`src/hw/spsp_consts.svh`:
```
// Register offsets, field positions, reset values and counts of the serial port.
// Assumes byte addressing on a 32-bit Avalon-MM bus with word aligned registers.
`ifndef SPSP_CONSTS_SVH
`define SPSP_CONSTS_SVH

`define SPSP_OFS_STATUS    4'h0
`define SPSP_OFS_CTRL1     4'h4
`define SPSP_OFS_CTRL2     4'h8
`define SPSP_OFS_BUFFER    4'hC

`define SPSP_RST_WORD      16'h0000
`define SPSP_CTRL1_MASK    16'h1FFF
`define SPSP_CTRL2_MASK    16'hE002

`define SPSP_ST_ENABLE     15
`define SPSP_ST_HALT       13
`define SPSP_ST_OVERFLOW   6
`define SPSP_ST_TX_FULL    1
`define SPSP_ST_RX_FULL    0

`define SPSP_C1_CLK_OFF    12
`define SPSP_C1_DOUT_OFF   11
`define SPSP_C1_WORD       10
`define SPSP_C1_PHASE      9
`define SPSP_C1_EDGE       8
`define SPSP_C1_SEL_EN     7
`define SPSP_C1_POL        6
`define SPSP_C1_MASTER     5
`define SPSP_C1_SEC_HI     4
`define SPSP_C1_SEC_LO     2
`define SPSP_C1_PRI_HI     1
`define SPSP_C1_PRI_LO     0

`define SPSP_C2_FRAMED     15
`define SPSP_C2_SYNC_DIR   14
`define SPSP_C2_SYNC_POL   13
`define SPSP_C2_SYNC_EDGE  1

`define SPSP_BYTE_LAST     5'd7
`define SPSP_WORD_LAST     5'd15
`define SPSP_SEC_BASE      12'd8
`define SPSP_PRI_TOP       2'd3

`endif

```
`src/hw/spsp_pkg.sv`:
```
// Types shared by the serial port modules.
// Assumes the constants header is included by each module that needs numbers.
package spsp_pkg;

	typedef enum logic [1:0] {
		SPSP_IDLE  = 2'b00,
		SPSP_SYNC  = 2'b01,
		SPSP_SHIFT = 2'b10
	} spsp_state_t;

	typedef logic [15:0] spsp_word_t;

endpackage

```
`src/hw/spsp_div_if.sv`:
```
// Carrier between the port core and its baud prescaler.
// Assumes both ends run on the same clock.
`timescale 1ns/1ps

interface spsp_div_if;
	logic       enable;
	logic [1:0] primary_divider;
	logic [2:0] secondary_divider;
	logic       tick;

	modport core (
		output enable,
		output primary_divider,
		output secondary_divider,
		input  tick
	);

	modport divider (
		input  enable,
		input  primary_divider,
		input  secondary_divider,
		output tick
	);
endinterface

```
`src/hw/spsp_port.sv`:
```
// Serial peripheral port core: registers on Avalon-MM, shift engine, pins.
// Assumes pins arrive asynchronously and the bus master is on clock.
//
// Overview of operation
// Shift register separate from software buffer.
// Master drives shift clock, slave receives it.
// Enable bit hands pins to the port.
// Halt-in-idle bit stops port in Idle.
// Unread buffer discards new data, sets overflow.
// Transmit and receive full flags track buffer.
// Word select picks 16 or 8 bits.
// Master samples at end or middle.
// Software keeps sample phase clear as slave.
// Edge bit picks which clock edge shifts.
// Framed mode ignores edge bit.
// Polarity bit picks idle clock level.
// Slave uses select pin only when enabled.
// Software keeps select enable clear when framed.
// Secondary prescale divides one to eight.
// Primary prescale divides 1, 4, 16, 64.
// Software never sets both prescalers to one.
// Framed mode uses select pin as sync.
// Sync direction picks input or output pulse.
// Sync polarity picks active high or low.
// Sync edge aligns pulse or leads bit.
// Disable bits return clock, data pins.
`timescale 1ns/1ps
`include "spsp_consts.svh"

module spsp_port
	import spsp_pkg::*;
(
	// System.
	input  wire logic        clock,
	input  wire logic        rst,
	input  wire logic        idle_mode,
	// Avalon-MM register slave.
	input  wire logic [3:0]  avs_address,
	input  wire logic        avs_read,
	input  wire logic        avs_write,
	input  wire logic [31:0] avs_writedata,
	output logic      [31:0] avs_readdata,
	output logic             avs_waitrequest,
	// Shift clock pin.
	input  wire logic        shift_clock_pin_i,
	output logic             shift_clock_pin_o,
	output logic             shift_clock_pin_oe,
	// Data pins.
	input  wire logic        serial_in_pin_i,
	output logic             serial_out_pin_o,
	output logic             serial_out_pin_oe,
	// Select or frame sync pin.
	input  wire logic        select_pin_i,
	output logic             select_pin_o,
	output logic             select_pin_oe
);

	spsp_div_if div_if ();

	spsp_prescaler u_prescaler (
		.clock (clock),
		.rst   (rst),
		.div   (div_if.divider)
	);

	// Pin synchronisers: index 0 clock, 1 data in, 2 select.
	logic [2:0] pin_raw;
	logic [2:0] meta_q;
	logic [2:0] sync_q;

	assign pin_raw = {select_pin_i, serial_in_pin_i, shift_clock_pin_i};

	for (genvar i = 0; i < 3; i++) begin : g_sync
		always_ff @(posedge clock or posedge rst) begin
			if (rst) begin
				meta_q[i] <= 1'b0;
				sync_q[i] <= 1'b0;
			end else begin
				meta_q[i] <= pin_raw[i];
				sync_q[i] <= meta_q[i];
			end
		end
	end

	// Registers and engine state.
	spsp_state_t state_d, state_q;
	spsp_word_t  ctrl1_d, ctrl1_q;
	spsp_word_t  ctrl2_d, ctrl2_q;
	spsp_word_t  sr_d, sr_q;
	spsp_word_t  txb_d, txb_q;
	spsp_word_t  rxb_d, rxb_q;
	spsp_word_t  stat_word;
	logic        en_d, en_q;
	logic        halt_d, halt_q;
	logic        rov_d, rov_q;
	logic        tbf_d, tbf_q;
	logic        rbf_d, rbf_q;
	logic        half_d, half_q;
	logic [4:0]  bitcnt_d, bitcnt_q;
	logic [4:0]  last;
	logic        dout_d, dout_q;
	logic        sck_d, sck_q;
	logic        fs_d, fs_q;
	logic        synced_d, synced_q;
	logic        sck_prev_q;
	logic        ack_d, ack_q;
	logic [31:0] rdata_d, rdata_q;

	// Decoded controls.
	logic master, word, phase, cke_eff, sel_en, cpol;
	logic framed, sync_dir, sync_pol, sync_edge, run;
	logic fs_active, sck_rise, sck_fall, s_sample, s_change;
	logic sample_ev, change_ev, done, load;
	logic acc, acc_rd, acc_wr, buf_read;

	always_comb begin
		master    = ctrl1_q[`SPSP_C1_MASTER];
		word      = ctrl1_q[`SPSP_C1_WORD];
		phase     = ctrl1_q[`SPSP_C1_PHASE];
		sel_en    = ctrl1_q[`SPSP_C1_SEL_EN];
		cpol      = ctrl1_q[`SPSP_C1_POL];
		framed    = ctrl2_q[`SPSP_C2_FRAMED];
		sync_dir  = ctrl2_q[`SPSP_C2_SYNC_DIR];
		sync_pol  = ctrl2_q[`SPSP_C2_SYNC_POL];
		sync_edge = ctrl2_q[`SPSP_C2_SYNC_EDGE];
		cke_eff   = ctrl1_q[`SPSP_C1_EDGE] && !framed;
		last      = word ? `SPSP_WORD_LAST : `SPSP_BYTE_LAST;
		run       = en_q && !(halt_q && idle_mode);
		fs_active = (sync_q[2] == sync_pol);
		sck_rise  = sync_q[0] && !sck_prev_q;
		sck_fall  = !sync_q[0] && sck_prev_q;
		// Idle-to-active edge shifts out when the edge bit is clear.
		s_sample  = cke_eff ? (cpol ? sck_fall : sck_rise)
		                    : (cpol ? sck_rise : sck_fall);
		s_change  = cke_eff ? (cpol ? sck_rise : sck_fall)
		                    : (cpol ? sck_fall : sck_rise);
	end

	// Avalon-MM: one wait state, so read data come from a register.
	always_comb begin
		acc      = avs_read || avs_write;
		avs_waitrequest = acc && !ack_q;
		ack_d    = acc && !ack_q;
		acc_rd   = avs_read && ack_q;
		acc_wr   = avs_write && ack_q;
		buf_read = acc_rd && (avs_address == `SPSP_OFS_BUFFER);
		stat_word = `SPSP_RST_WORD;
		stat_word[`SPSP_ST_ENABLE]   = en_q;
		stat_word[`SPSP_ST_HALT]     = halt_q;
		stat_word[`SPSP_ST_OVERFLOW] = rov_q;
		stat_word[`SPSP_ST_TX_FULL]  = tbf_q;
		stat_word[`SPSP_ST_RX_FULL]  = rbf_q;
		rdata_d = rdata_q;
		if (avs_read && !ack_q) begin
			unique case (avs_address)
				`SPSP_OFS_STATUS: rdata_d = {16'h0000, stat_word};
				`SPSP_OFS_CTRL1:  rdata_d = {16'h0000, ctrl1_q};
				`SPSP_OFS_CTRL2:  rdata_d = {16'h0000, ctrl2_q};
				`SPSP_OFS_BUFFER: rdata_d = {16'h0000, rxb_q};
				default:          rdata_d = 32'h0000_0000;
			endcase
		end
	end

	// Shift engine.
	always_comb begin
		state_d   = state_q;
		half_d    = half_q;
		bitcnt_d  = bitcnt_q;
		sr_d      = sr_q;
		dout_d    = dout_q;
		synced_d  = synced_q;
		sample_ev = 1'b0;
		change_ev = 1'b0;
		done      = 1'b0;
		load      = 1'b0;
		if (!en_q) begin
			state_d  = SPSP_IDLE;
			half_d   = 1'b0;
			bitcnt_d = 5'd0;
			synced_d = 1'b0;
		end else if (run && master) begin
			unique case (state_q)
				SPSP_IDLE: begin
					// A sync input master waits for the partner's pulse.
					if (tbf_q && (!framed || !sync_dir || fs_active)) begin
						load     = 1'b1;
						half_d   = 1'b0;
						bitcnt_d = 5'd0;
						state_d  = (framed && !sync_dir && !sync_edge)
						           ? SPSP_SYNC : SPSP_SHIFT;
					end
				end
				SPSP_SYNC: begin
					if (div_if.tick) begin
						half_d = !half_q;
						if (half_q) begin
							state_d = SPSP_SHIFT;
						end
					end
				end
				SPSP_SHIFT: begin
					if (div_if.tick) begin
						half_d = !half_q;
						if (!half_q) begin
							sample_ev = !phase;
						end else begin
							sample_ev = phase;
							if (bitcnt_q == last) begin
								done    = 1'b1;
								state_d = SPSP_IDLE;
							end else begin
								change_ev = 1'b1;
								bitcnt_d  = bitcnt_q + 5'd1;
							end
						end
					end
				end
				default: state_d = SPSP_IDLE;
			endcase
		end else if (run) begin
			if (framed && fs_active) begin
				synced_d = 1'b1;
			end
			if (!framed && sel_en && sync_q[2]) begin
				bitcnt_d = 5'd0;
			end else if (!framed || synced_q) begin
				sample_ev = s_sample;
				change_ev = s_change && (bitcnt_q != 5'd0);
				if (s_sample) begin
					if (bitcnt_q == last) begin
						done     = 1'b1;
						bitcnt_d = 5'd0;
						synced_d = 1'b0;
					end else begin
						bitcnt_d = bitcnt_q + 5'd1;
					end
				end
			end
			if (bitcnt_q == 5'd0 && tbf_q && !s_sample && !s_change) begin
				load = 1'b1;
			end
		end
		if (sample_ev) begin
			sr_d = {sr_q[14:0], sync_q[1]};
		end
		if (change_ev) begin
			dout_d = word ? sr_d[15] : sr_d[7];
		end
		if (load) begin
			sr_d   = txb_q;
			dout_d = word ? txb_q[15] : txb_q[7];
		end
		// Shift clock level follows the half bit, idle level otherwise.
		if (master && state_d != SPSP_IDLE) begin
			sck_d = cpol ^ (cke_eff ? half_d : !half_d);
		end else begin
			sck_d = cpol;
		end
		fs_d = master && framed && !sync_dir
		       && (state_d == SPSP_SYNC
		           || (state_d == SPSP_SHIFT && bitcnt_d == 5'd0
		               && sync_edge));
	end

	// Register file and flags.
	always_comb begin
		en_d    = en_q;
		halt_d  = halt_q;
		ctrl1_d = ctrl1_q;
		ctrl2_d = ctrl2_q;
		rov_d   = rov_q;
		tbf_d   = tbf_q;
		rbf_d   = rbf_q;
		txb_d   = txb_q;
		rxb_d   = rxb_q;
		if (acc_wr) begin
			unique case (avs_address)
				`SPSP_OFS_STATUS: begin
					en_d   = avs_writedata[`SPSP_ST_ENABLE];
					halt_d = avs_writedata[`SPSP_ST_HALT];
					if (!avs_writedata[`SPSP_ST_OVERFLOW]) begin
						rov_d = 1'b0;
					end
				end
				`SPSP_OFS_CTRL1: ctrl1_d = avs_writedata[15:0] & `SPSP_CTRL1_MASK;
				`SPSP_OFS_CTRL2: ctrl2_d = avs_writedata[15:0] & `SPSP_CTRL2_MASK;
				`SPSP_OFS_BUFFER: begin
					txb_d = avs_writedata[15:0];
					tbf_d = 1'b1;
				end
				default: ;
			endcase
		end
		if (buf_read) begin
			rbf_d = 1'b0;
		end
		// A write in the same cycle as a load keeps the new value pending.
		if (load && !(acc_wr && avs_address == `SPSP_OFS_BUFFER)) begin
			tbf_d = 1'b0;
		end
		if (done) begin
			if (rbf_q && !buf_read) begin
				rov_d = 1'b1;
			end else begin
				rxb_d = word ? sr_d : {8'h00, sr_d[7:0]};
				rbf_d = 1'b1;
			end
		end
	end

	always_ff @(posedge clock or posedge rst) begin
		if (rst) begin
			state_q    <= SPSP_IDLE;
			ctrl1_q    <= `SPSP_RST_WORD;
			ctrl2_q    <= `SPSP_RST_WORD;
			sr_q       <= `SPSP_RST_WORD;
			txb_q      <= `SPSP_RST_WORD;
			rxb_q      <= `SPSP_RST_WORD;
			en_q       <= 1'b0;
			halt_q     <= 1'b0;
			rov_q      <= 1'b0;
			tbf_q      <= 1'b0;
			rbf_q      <= 1'b0;
			half_q     <= 1'b0;
			bitcnt_q   <= 5'd0;
			dout_q     <= 1'b0;
			sck_q      <= 1'b0;
			fs_q       <= 1'b0;
			synced_q   <= 1'b0;
			sck_prev_q <= 1'b0;
			ack_q      <= 1'b0;
			rdata_q    <= 32'h0000_0000;
		end else begin
			state_q    <= state_d;
			ctrl1_q    <= ctrl1_d;
			ctrl2_q    <= ctrl2_d;
			sr_q       <= sr_d;
			txb_q      <= txb_d;
			rxb_q      <= rxb_d;
			en_q       <= en_d;
			halt_q     <= halt_d;
			rov_q      <= rov_d;
			tbf_q      <= tbf_d;
			rbf_q      <= rbf_d;
			half_q     <= half_d;
			bitcnt_q   <= bitcnt_d;
			dout_q     <= dout_d;
			sck_q      <= sck_d;
			fs_q       <= fs_d;
			synced_q   <= synced_d;
			sck_prev_q <= sync_q[0];
			ack_q      <= ack_d;
			rdata_q    <= rdata_d;
		end
	end

	// Prescaler runs only while a master frame is under way and not halted.
	// Holding it clear in idle makes the first half bit a full half bit.
	always_comb begin
		div_if.enable            = run && master
		                           && (state_q != SPSP_IDLE);
		div_if.primary_divider   =
			ctrl1_q[`SPSP_C1_PRI_HI:`SPSP_C1_PRI_LO];
		div_if.secondary_divider =
			ctrl1_q[`SPSP_C1_SEC_HI:`SPSP_C1_SEC_LO];
	end

	// Pins: with the port disabled every enable is low and the pins are GPIO.
	always_comb begin
		avs_readdata       = rdata_q;
		shift_clock_pin_o  = sck_q;
		shift_clock_pin_oe = en_q && master
		                     && !ctrl1_q[`SPSP_C1_CLK_OFF];
		serial_out_pin_o   = dout_q;
		serial_out_pin_oe  = en_q && !ctrl1_q[`SPSP_C1_DOUT_OFF]
		                     && (master || framed || !sel_en
		                         || !sync_q[2]);
		select_pin_o       = fs_q ? sync_pol : !sync_pol;
		select_pin_oe      = en_q && master && framed
		                     && !sync_dir;
	end

endmodule

```
`src/hw/spsp_prescaler.sv`:
```
// Two-stage baud prescaler for master mode: one tick per primary times
// secondary clocks. Assumes the core holds enable low when it is not a master.
`timescale 1ns/1ps
`include "spsp_consts.svh"

module spsp_prescaler
	import spsp_pkg::*;
(
	// System.
	input  wire logic       clock,
	input  wire logic       rst,
	// Core side.
	spsp_div_if.divider     div
);

	logic [11:0] pri_factor;
	logic [11:0] sec_factor;
	logic [11:0] limit;
	logic [11:0] count_d;
	logic [11:0] count_q;

	always_comb begin
		pri_factor = 12'h001 << {(`SPSP_PRI_TOP - div.primary_divider), 1'b0};
		sec_factor = `SPSP_SEC_BASE - {9'h000, div.secondary_divider};
		limit      = 12'(pri_factor * sec_factor) - 12'h001;
		div.tick   = div.enable && (count_q == limit);
		count_d    = (!div.enable || div.tick) ? 12'h000 : count_q + 12'h001;
	end

	always_ff @(posedge clock or posedge rst) begin
		if (rst) begin
			count_q <= 12'h000;
		end else begin
			count_q <= count_d;
		end
	end

endmodule

```
`config.mk`:
```
export PLATFORM = sky130hd
export DESIGN_NAME = spsp_port
export DESIGN_NICKNAME = d
export VERILOG_FILES = /design/src/hw/spsp_pkg.sv /design/src/hw/spsp_div_if.sv /design/src/hw/spsp_port.sv /design/src/hw/spsp_prescaler.sv
export VERILOG_INCLUDE_DIRS = /design/src /design/src/hw
export SDC_FILE = /design/constraint.sdc
export NUM_CORES = 1
export LEC_CHECK = 0
export ABC_CLOCK_PERIOD_IN_PS = 7500
export BUFFER_PORTS_ARGS = -buffer_cell sky130_fd_sc_hd__buf_2
export CAP_MARGIN = 20
export CORE_MARGIN = 1
export CORE_UTILIZATION = 40
export DETAILED_ROUTE_END_ITERATION = 16
export SLEW_MARGIN = 10
export SYNTH_ARGS = -nofsm -noshare
export SYNTH_HDL_FRONTEND = slang
export SYNTH_HIERARCHICAL = 1
export SYNTH_SLANG_ARGS = --single-unit
```
`constraint.sdc`:
```
create_clock -name clock -period 7.5 [get_ports clock]
set_clock_uncertainty 0.2 [all_clocks]
set_input_delay 0.75 -clock clock [delete_from_list [all_inputs] [get_ports clock]]
set_output_delay 0.75 -clock clock [all_outputs]
set_load 0.1 [all_outputs]
```
==> results.toml, run 1 <==
[critical_path]
required_ps = 7620
path_class = "reg2reg"
crit_arrival_ps = 6760
rr_worst_depth = 24
end_kind = "flip-flop"
start_kind = "flip-flop"
worstPathMaxFanout = 13

[yosys]
synthTopCellsByCount = "118 x dfrtp_1, 94 x nand2_1, 60 x nor2_1, 44 x mux2_2, 36 x inv_1"
avgSynthCellArea_um2 = 9.76
synth-seq-area-share_pct = 42.5
synthMostInstantiatedCell = "dfrtp_1"
yosysWarnings = 6
async_flop_share_pct = 100
ys_ff_latch = 118
synth_cell_type_count = 76
syn-cell-area_um2 = 6960
synth_edf_count = 0
ys.flop_type = "dfrtp_1"
yosys.area.top_type = "dfrtp_1"
synth_cells = 713
yosys.area.top_type_share_pct = 42.5
synth_area_leaders = "dfrtp_1 42%, mux2_2 7.1%, ha_1 5.9%, nand2_1 5.1%, nor2_1 3.2%"

[clock_network]
htreeDepth = 4
cts_buffers = 17
cts_hold_buffers = 0
postCtsSetupRepairBufs = 0
clk_path_buf_depth = 2
cts_tree = "built"
clk_latency_ps = 410
cts_num_sinks = 118
cts_resized = 0
clkTransAtPathRegs_ps = 50
root_buffer = "clkbuf_16"

[die]
core_region_area_um2 = 16800
start_util_pct = 41.5
io_pins = 83
die-area_um2 = 17900
die_x_um = 134
die_h_um = 134
row_count = 47

[pwr]
p_switching_uw = 913
powerDensity_nw_per_um2 = 324
p_sw_share_pct = 35.4
irDropWorstVdd_v = 0.000200
p_int_uw = 1660
seq_power_share_pct = 32.2
clockPowerShare_pct = 34.8
finalPower_uw = 2580
p_leak_uw = 0.00373
power_frac_comb_pct = 32.9

[timing]
slew_headroom_pct = 29.7
final_hold_viol_count = 0
fmax_mhz = 151
fin_crit_sh_pct = 88.6
setup_tns_ps = 0
worst_pin_slew_ps = 1050
setup-violations-final = 0
finalMaxSlewViolations = 0
whs_ps = 146
rsz0062_at_grt = "false"
period_needed_ps = 6640

[worst_hold_path]
hp-class = "reg2reg"
worstHoldPathCells = 0

[routing]
drtIter0Drc = 406
drt.antenna.violating_nets = 0
drt_pass1_iterations = 7
vias = 5455
wl_per_cell_um = 17.7
viasPerCell = 5.54
wirelength_mm = 17.4
drc = 0

[layout]
multi_input_area_um2 = 3650
diodes = 0
drive_above_1_share_pct = 19.6
design_area_um2 = 7950
nNetsFinal = 835
register_area_um2 = 2950
area_growth_pct = 14.4
n_fill_cell = 1579

[place]
port_buffers = 50
place_area_um2 = 7300
dp_hpwl_mm = 12.5
gp_congestion = 0.878

[global_routing]
grt_remaining_overflow = 0
antenna_found_initial = 0
grt_pass1_vias = 5483
grt_max_degree = 55
grt_pass1_wl_mm = 28.9
grt_usage_pct = 21.0

[job]
maxCapViolations = 0

[run_status]
status = "completed"
==> cell families after synthesis <==
kind of cell,Yosys count,synth area share (%)
buffers and inverters,85,5.95
adder cells (fa/ha/maj),37,7.09
XOR/XNOR,36,4.64
other,1,0.0539
AND/OR/NAND/NOR,253,17.8
flip-flops,118,42.5
AO/OA/AOI/OAI,130,13.5
multiplexers,53,8.42
==> per-stage QoR <==
step                      worst slack, ps  std cells  util [%]
after global routing                  521        985      47.5
after detailed placement              924        955      43.6
final                                 857        985      47.5
after floorplan                      1720        728         -
after CTS                             896        985      47.5
after global placement                976        955      43.6
==> sequential cells by signal, summed over array words and instances, names as in the netlist, 2 cells and up <==
name,count
state_q,2
ctrl1_q,13
bitcnt_q,5
rxb_q,16
sr_q,16
meta_q,3
u_prescaler/count_q,12
avs_readdata,16
sync_q,3
ctrl2_q,4
txb_q,16
==> layout make-up <==
| cell class | instances | share of cell area, % |
|---|---|---|
| multi-input cells | 525 | 45.9 |
| inverters | 38 | 1.82 |
| clock buffers | 21 | 6.04 |
| repair buffers | 54 | 3.52 |
| well taps | 220 | 3.46 |
| clock inverters | 9 | 2.17 |
| flip-flops and latches | 118 | 37.1 |
==> worst max-delay path, stage by stage (launching register included) <==
cell       delay [ps]
dfrtp_1           440
inv_1              80
ha_1              210
xor2_1            270
nor2b_1            80
ha_1              280
inv_1              40
ha_1              200
fa_1              500
inv_1              40
ha_1              330
a21o_1            200
a21oi_1           260
a21oi_1           140
or4_1             570
a2111oi_4         370
buf_4             250
and2_1            320
nand2_1           210
a221o_1           410
nand2_1           120
o211ai_1          110
a32o_1            280
or3_1             410
o31ai_2           200
==> worst paths after layout <==
path | endpoint | startpoint | slack, ps
min in group asynchronous | u_prescaler/count_q[9] | rst | 190
min reg2reg | sync_q[0] | meta_q[0] | 150
max | fs_q | ctrl1_q[2] | 860
min | sync_q[0] | meta_q[0] | 150
max in group asynchronous | ctrl2_q[15] | rst | 5660
max reg2reg | fs_q | ctrl1_q[2] | 860
==> power by group through the flow <==
stage / clock network, µW / logic (µW) / registers [µW]
6_report: 898 / 849 / 830
5_1_grt: 936 / 944 / 845
4_1_cts: 909 / 846 / 829
3_5_place_dp: 0 / 840 / 838
3_3_place_gp: 0 / 819 / 837
2_1_floorplan: 0 / 667 / 836
==> cell usage in the layout, fill, tap and decap left out, types with 4 or more instances in the layout <==
cell type  count
and3_1        16
o41ai_1        5
a21oi_1       22
ha_1          33
nor3_1         9
o22ai_1        4
nor2_1        60
a31oi_1       14
clkbuf_16     17
mux2_2        44
fa_1           4
inv_1         35
buf_4          4
buf_2         50
clkbuf_8       4
mux2i_1        9
and2_1        10
a22oi_1       12
conb_1        16
nor3b_1        4
xnor2_1       22
or3_1          4
bufinv_16      5
o21ai_0       26
nand3_1       14
nand4_1        7
dfrtp_1      118
nand2_1       94
nor2b_1        5
o31ai_1        4
xor2_1        13
nand2b_1      10
a21o_1         5
==> per-layer routing <==
| metal | vias to the layer above | wire length [µm] | share of wire, % | global-route usage [%] |
|---|---|---|---|---|
| li1 | 2562 | - | - | - |
| met1 | 2679 | 7720 | 44 | 27.4 |
| met2 | 185 | 8290 | 48 | 34.2 |
| met3 | 29 | 1090 | 6.3 | 4.50 |
| met4 | 0 | 306 | 1.8 | 7.70 |
| met5 | - | 0 | 0 | 0 |
(Power assumes the default switching activity.)
==> inputs of run 2 (changes only) <==
ABC_CLOCK_PERIOD_IN_PS = 8500   (was 7500)
clock period = 8.5 ns   (was 7.5 ns; I/O delays follow)
==> results.toml, run 2 (same netlist as run 1, synthesis figures left out) <==
[critical_path]
rr_worst_depth = 23
worstPathMaxFanout = 16
reg2reg_slack_ps = 1460
reg2reg_from = "ctrl1_q[2]"
path_class = "reg2reg"
end_kind = "flip-flop"
required_ps = 8600
start_kind = "flip-flop"
crit_arrival_ps = 7130
timing.rr.end = "rxb_q[3]"

[global_routing]
grt_usage_pct = 20.8
grt_pass1_vias = 5464
grt_remaining_overflow = 0
grt_pass1_wl_mm = 28.9
grt_max_degree = 79
antenna_found_initial = 0

[timing]
finalMaxSlewViolations = 0
period_needed_ps = 7040
setup_slack_ps = 1460
worst_pin_slew_ps = 1030
fin_crit_sh_pct = 82.8
setup-violations-final = 0
slew_headroom_pct = 31.1
setup_tns_ps = 0
rsz0062_at_grt = "false"
final_hold_viol_count = 0
fmax_mhz = 142

[clock_network]
cts_resized = 0
clk_latency_ps = 420
cts_hold_buffers = 0
htreeDepth = 4
postCtsSetupRepairBufs = 0
clkTransAtPathRegs_ps = 60
cts_num_sinks = 118
root_buffer = "clkbuf_16"
cts_buffers = 17
cts_tree = "built"
clk_path_buf_depth = 2

[die]
row_count = 47
start_util_pct = 41.5
die-area_um2 = 17900
io_pins = 83
die_h_um = 134
core_region_area_um2 = 16800
die_x_um = 134

[place]
gp_congestion = 0.887
port_buffers = 50
dpl.cell_count = 954
dp_hpwl_mm = 12.6
place_area_um2 = 7290
dp_slack_ps = 1540

[pwr]
p_switching_uw = 814
p_leak_uw = 0.00371
irDropWorstVdd_v = 0.000134
p_sw_share_pct = 36.3
clockPowerShare_pct = 34.2
power_frac_comb_pct = 33.1
seq_power_share_pct = 32.8
p_int_uw = 1430
powerDensity_nw_per_um2 = 283

[routing]
wl_per_cell_um = 17.8
drc = 0
wirelength_mm = 17.5
drt.antenna.violating_nets = 0
viasPerCell = 5.53
drt_pass1_iterations = 5
vias = 5453
drtIter0Drc = 529

[layout]
design_area_um2 = 7930
nNetsFinal = 834
n_fill_cell = 1598
diodes = 0
layout_commonest_cell = "dfrtp_1"
layout.cells.non_filler = 986
final_cell_mix = "118 x dfrtp_1, 94 x nand2_1, 60 x nor2_1, 50 x buf_2, 44 x mux2_2"
drive_above_1_share_pct = 19.5
area_growth_pct = 14.0

[worst_hold_path]
hp-class = "reg2reg"
worstHoldPathCells = 0
min_to = "sync_q[0]"
min_from = "meta_q[0]"

[run_status]
status = "completed"

[job]
maxCapViolations = 0
==> run 2: metal layers <==
metal / GRT usage (%) / routed length [µm]
met1: 27.7 / 8020
met2: 34.1 / 8490
met3: 3.55 / 765
met4: 7.39 / 265
met5: 0 / 0
==> run 2: worst max path at each step <==
stage,start,end,slack [ps],depth (start not counted)
after floorplan,ctrl1_q[2],fs_q,2720,23
after global placement,ctrl1_q[2],rxb_q[7],1630,23
after detailed placement,ctrl1_q[2],rxb_q[0],1540,23
after CTS,ctrl1_q[2],rxb_q[0],1500,23
after global routing,ctrl1_q[2],rxb_q[3],1030,23
final,ctrl1_q[2],rxb_q[3],1460,23
==> run 2: per-stage QoR <==
step,utilization [%],total power (µW),hold WS (ps)
floorplan,-,1330,131
global placement,43.5,1460,132
detailed placement,43.5,1480,136
CTS,47.3,2250,148
global route,47.3,2370,153
finish,47.3,2240,146
==> run 2: power by group through the flow <==
stage	sequential (µW)	clock [µW]	combinational (µW)
after detailed placement	741	0	738
after CTS	733	776	743
after global routing	746	801	820
after global placement	738	0	725
final	735	765	741
after floorplan	738	0	589
==> run 2: final cells by class <==
type / instances / area [µm²] / area share (%)
clock inverters: 11 / 174 / 2.19
inverters: 38 / 145 / 1.83
repair buffers: 53 / 273 / 3.44
well taps: 220 / 275 / 3.47
flip-flops and latches: 118 / 2950 / 37.2
clock buffers: 21 / 460 / 5.81
multi-input cells: 525 / 3650 / 46.0
==> run 2: worst max-delay path, stage by stage (launching register included) <==
cell and delay, ps:
dfrtp_1 440, inv_1 90, ha_1 210, xor2_1 290, nor2b_1 90, ha_1 280
inv_1 40, ha_1 200, fa_1 500, inv_1 40, ha_1 330, a21o_1 200
a21oi_1 240, a21oi_1 130, or4_1 570, a2111oi_4 360, buf_4 250, and2_1 350
nand2_1 230, nor2_1 300, o21a_1 240, nand3_1 530, inv_2 440, mux2_2 370
==> inputs of run 3 (changes only) <==
ABC_CLOCK_PERIOD_IN_PS = 6400   (was 8500)
clock period = 6.4 ns   (was 8.5 ns; I/O delays follow)
==> results.toml, run 3 (same netlist as run 1, synthesis figures left out) <==
[layout]
design_area_um2 = 7960
nNetsFinal = 839
final_cell_mix = "117 x dfrtp_1, 94 x nand2_1, 60 x nor2_1, 50 x buf_2, 44 x mux2_2"
area_growth_pct = 14.4
n_fill_cell = 1586
register_area_um2 = 2950
diodes = 0
layout_commonest_cell = "dfrtp_1"
drive_above_1_share_pct = 20.8
multi_input_area_um2 = 3660

[critical_path]
slowest_stage = "or4_1"
reg2reg_slack_ps = 360
rr_worst_depth = 23
worstPathCellList = "inv_1, ha_1, xor2_2, nor2b_1, ha_1, inv_1, ha_1, fa_1, inv_1, ha_1, a21o_1, a21oi_2, a21oi_1, or4_1, a2111oi_4, and2_4, nand2_1, a221o_1, nand2_1, o211ai_1, a32o_1, or3_1, o31ai_2"
worstPathMaxFanout = 7
crit_arrival_ps = 6170
crit_top_cell = "ha_1"
end_kind = "flip-flop"
cpPeakStageDelay_ps = 580
path_class = "reg2reg"
required_ps = 6530
start_kind = "flip-flop"

[global_routing]
grt_usage_pct = 21.1
grt_pass1_wl_mm = 28.9
grt_max_degree = 60
grt_pass1_vias = 5522
antenna_found_initial = 1
grt_remaining_overflow = 0

[die]
row_count = 47
core_region_area_um2 = 16800
io_pins = 83
die_h_um = 134
die_x_um = 134
die-area_um2 = 17900
start_util_pct = 41.5

[timing]
period_needed_ps = 6040
rsz0062_at_grt = "false"
worst_pin_slew_ps = 1080
fmax_mhz = 166
final_hold_viol_count = 0
setup_tns_ps = 0
finalMaxSlewViolations = 0
whs_ps = 67.4
slew_headroom_pct = 27.8
setup-violations-final = 0
fin_crit_sh_pct = 94.4

[place]
gp_congestion = 0.909
port_buffers = 50
dp_hpwl_mm = 12.6
place_area_um2 = 7320

[routing]
drtIter0Drc = 585
drt_pass1_iterations = 6
wirelength_mm = 17.7
drt.antenna.violating_nets = 0
vias = 5447
drc = 0
wl_per_cell_um = 17.9
viasPerCell = 5.50

[clock_network]
clkTransAtPathRegs_ps = 50
htreeDepth = 4
cts_tree = "built"
cts_buffers = 17
root_buffer = "clkbuf_16"
cts_hold_buffers = 0
clk_latency_ps = 420
cts_num_sinks = 118
clk_path_buf_depth = 2

[pwr]
p_leak_uw = 0.00373
finalPower_uw = 2970
powerDensity_nw_per_um2 = 373
irDropWorstVdd_v = 0.000240

[worst_hold_path]
hp-class = "in2async"

[run_status]
status = "completed"

[job]
maxCapViolations = 0
[run 3: cell types whose count changed in the layout (fill, tap and decap cells not counted), sizes merged]
cell	before	now
inv	37	41
buf	53	58
bufinv	4	3
clkinvlp	3	2
clkinv	5	6
clkbuf	21	18
[run 3: final timing paths]
kind	end	start
setup / recovery	fs_q	ctrl1_q[2]
hold / removal	u_prescaler/count_q[5]	rst
setup reg to reg	fs_q	ctrl1_q[2]
hold reg to reg	sync_q[2]	meta_q[2]
max in group asynchronous	ctrl1_q[2]	rst
min in group clock	meta_q[1]	serial_in_pin_i
[run 3: worst max-delay path, delay by kind of cell, from the launching register on]
family,cells,cell delay [ps]
xor gates and xnor gates,1,190
DFF,1,440
and+or+nand+nor,6,1550
AOI/OAI and AO/OA,8,1900
adders and majority gates,5,1510
buffers and inverters,3,170
[run 3: final cells by class]
cell class                      count  area share, %
Multi-Input combinational cell    525           46.0
Sequential cell                   118           37.1
Clock buffer                       18           5.52
Timing Repair Buffer               58           3.90
Tap cell                          220           3.46
Clock inverter                     14           2.17
Inverter                           38           1.82
[run 3: per-layer routing]
metal | share of wire, % | vias up | GRT usage [%]
met5 | 0.24 | - | 0
met4 | 1.9 | 4 | 8.08
met3 | 5.9 | 28 | 4.23
met2 | 48 | 192 | 33.9
met1 | 44 | 2664 | 27.8
li1 | - | 2559 | -
[run 3: power by group]
part | internal, µW | switching (µW)
combinational | 371 | 634
clock | 625 | 359
sequential | 861 | 114
total | 1860 | 1110
[run 3: per-stage QoR]
| step | std cells | util (%) | worst slack (ps) |
|---|---|---|---|
| after floorplan | 728 | - | 625 |
| after global placement | 957 | 43.7 | 261 |
| after detailed placement | 957 | 43.7 | 93.7 |
| after CTS | 989 | 47.3 | 84.3 |
| after global routing | 991 | 47.5 | 13.0 |
| final | 991 | 47.5 | 360 |
[run 3: what timing repair did]
item,CTS,global route
buffers inserted,0,2
setup endpoints to repair,0,4
resized for setup,0,4
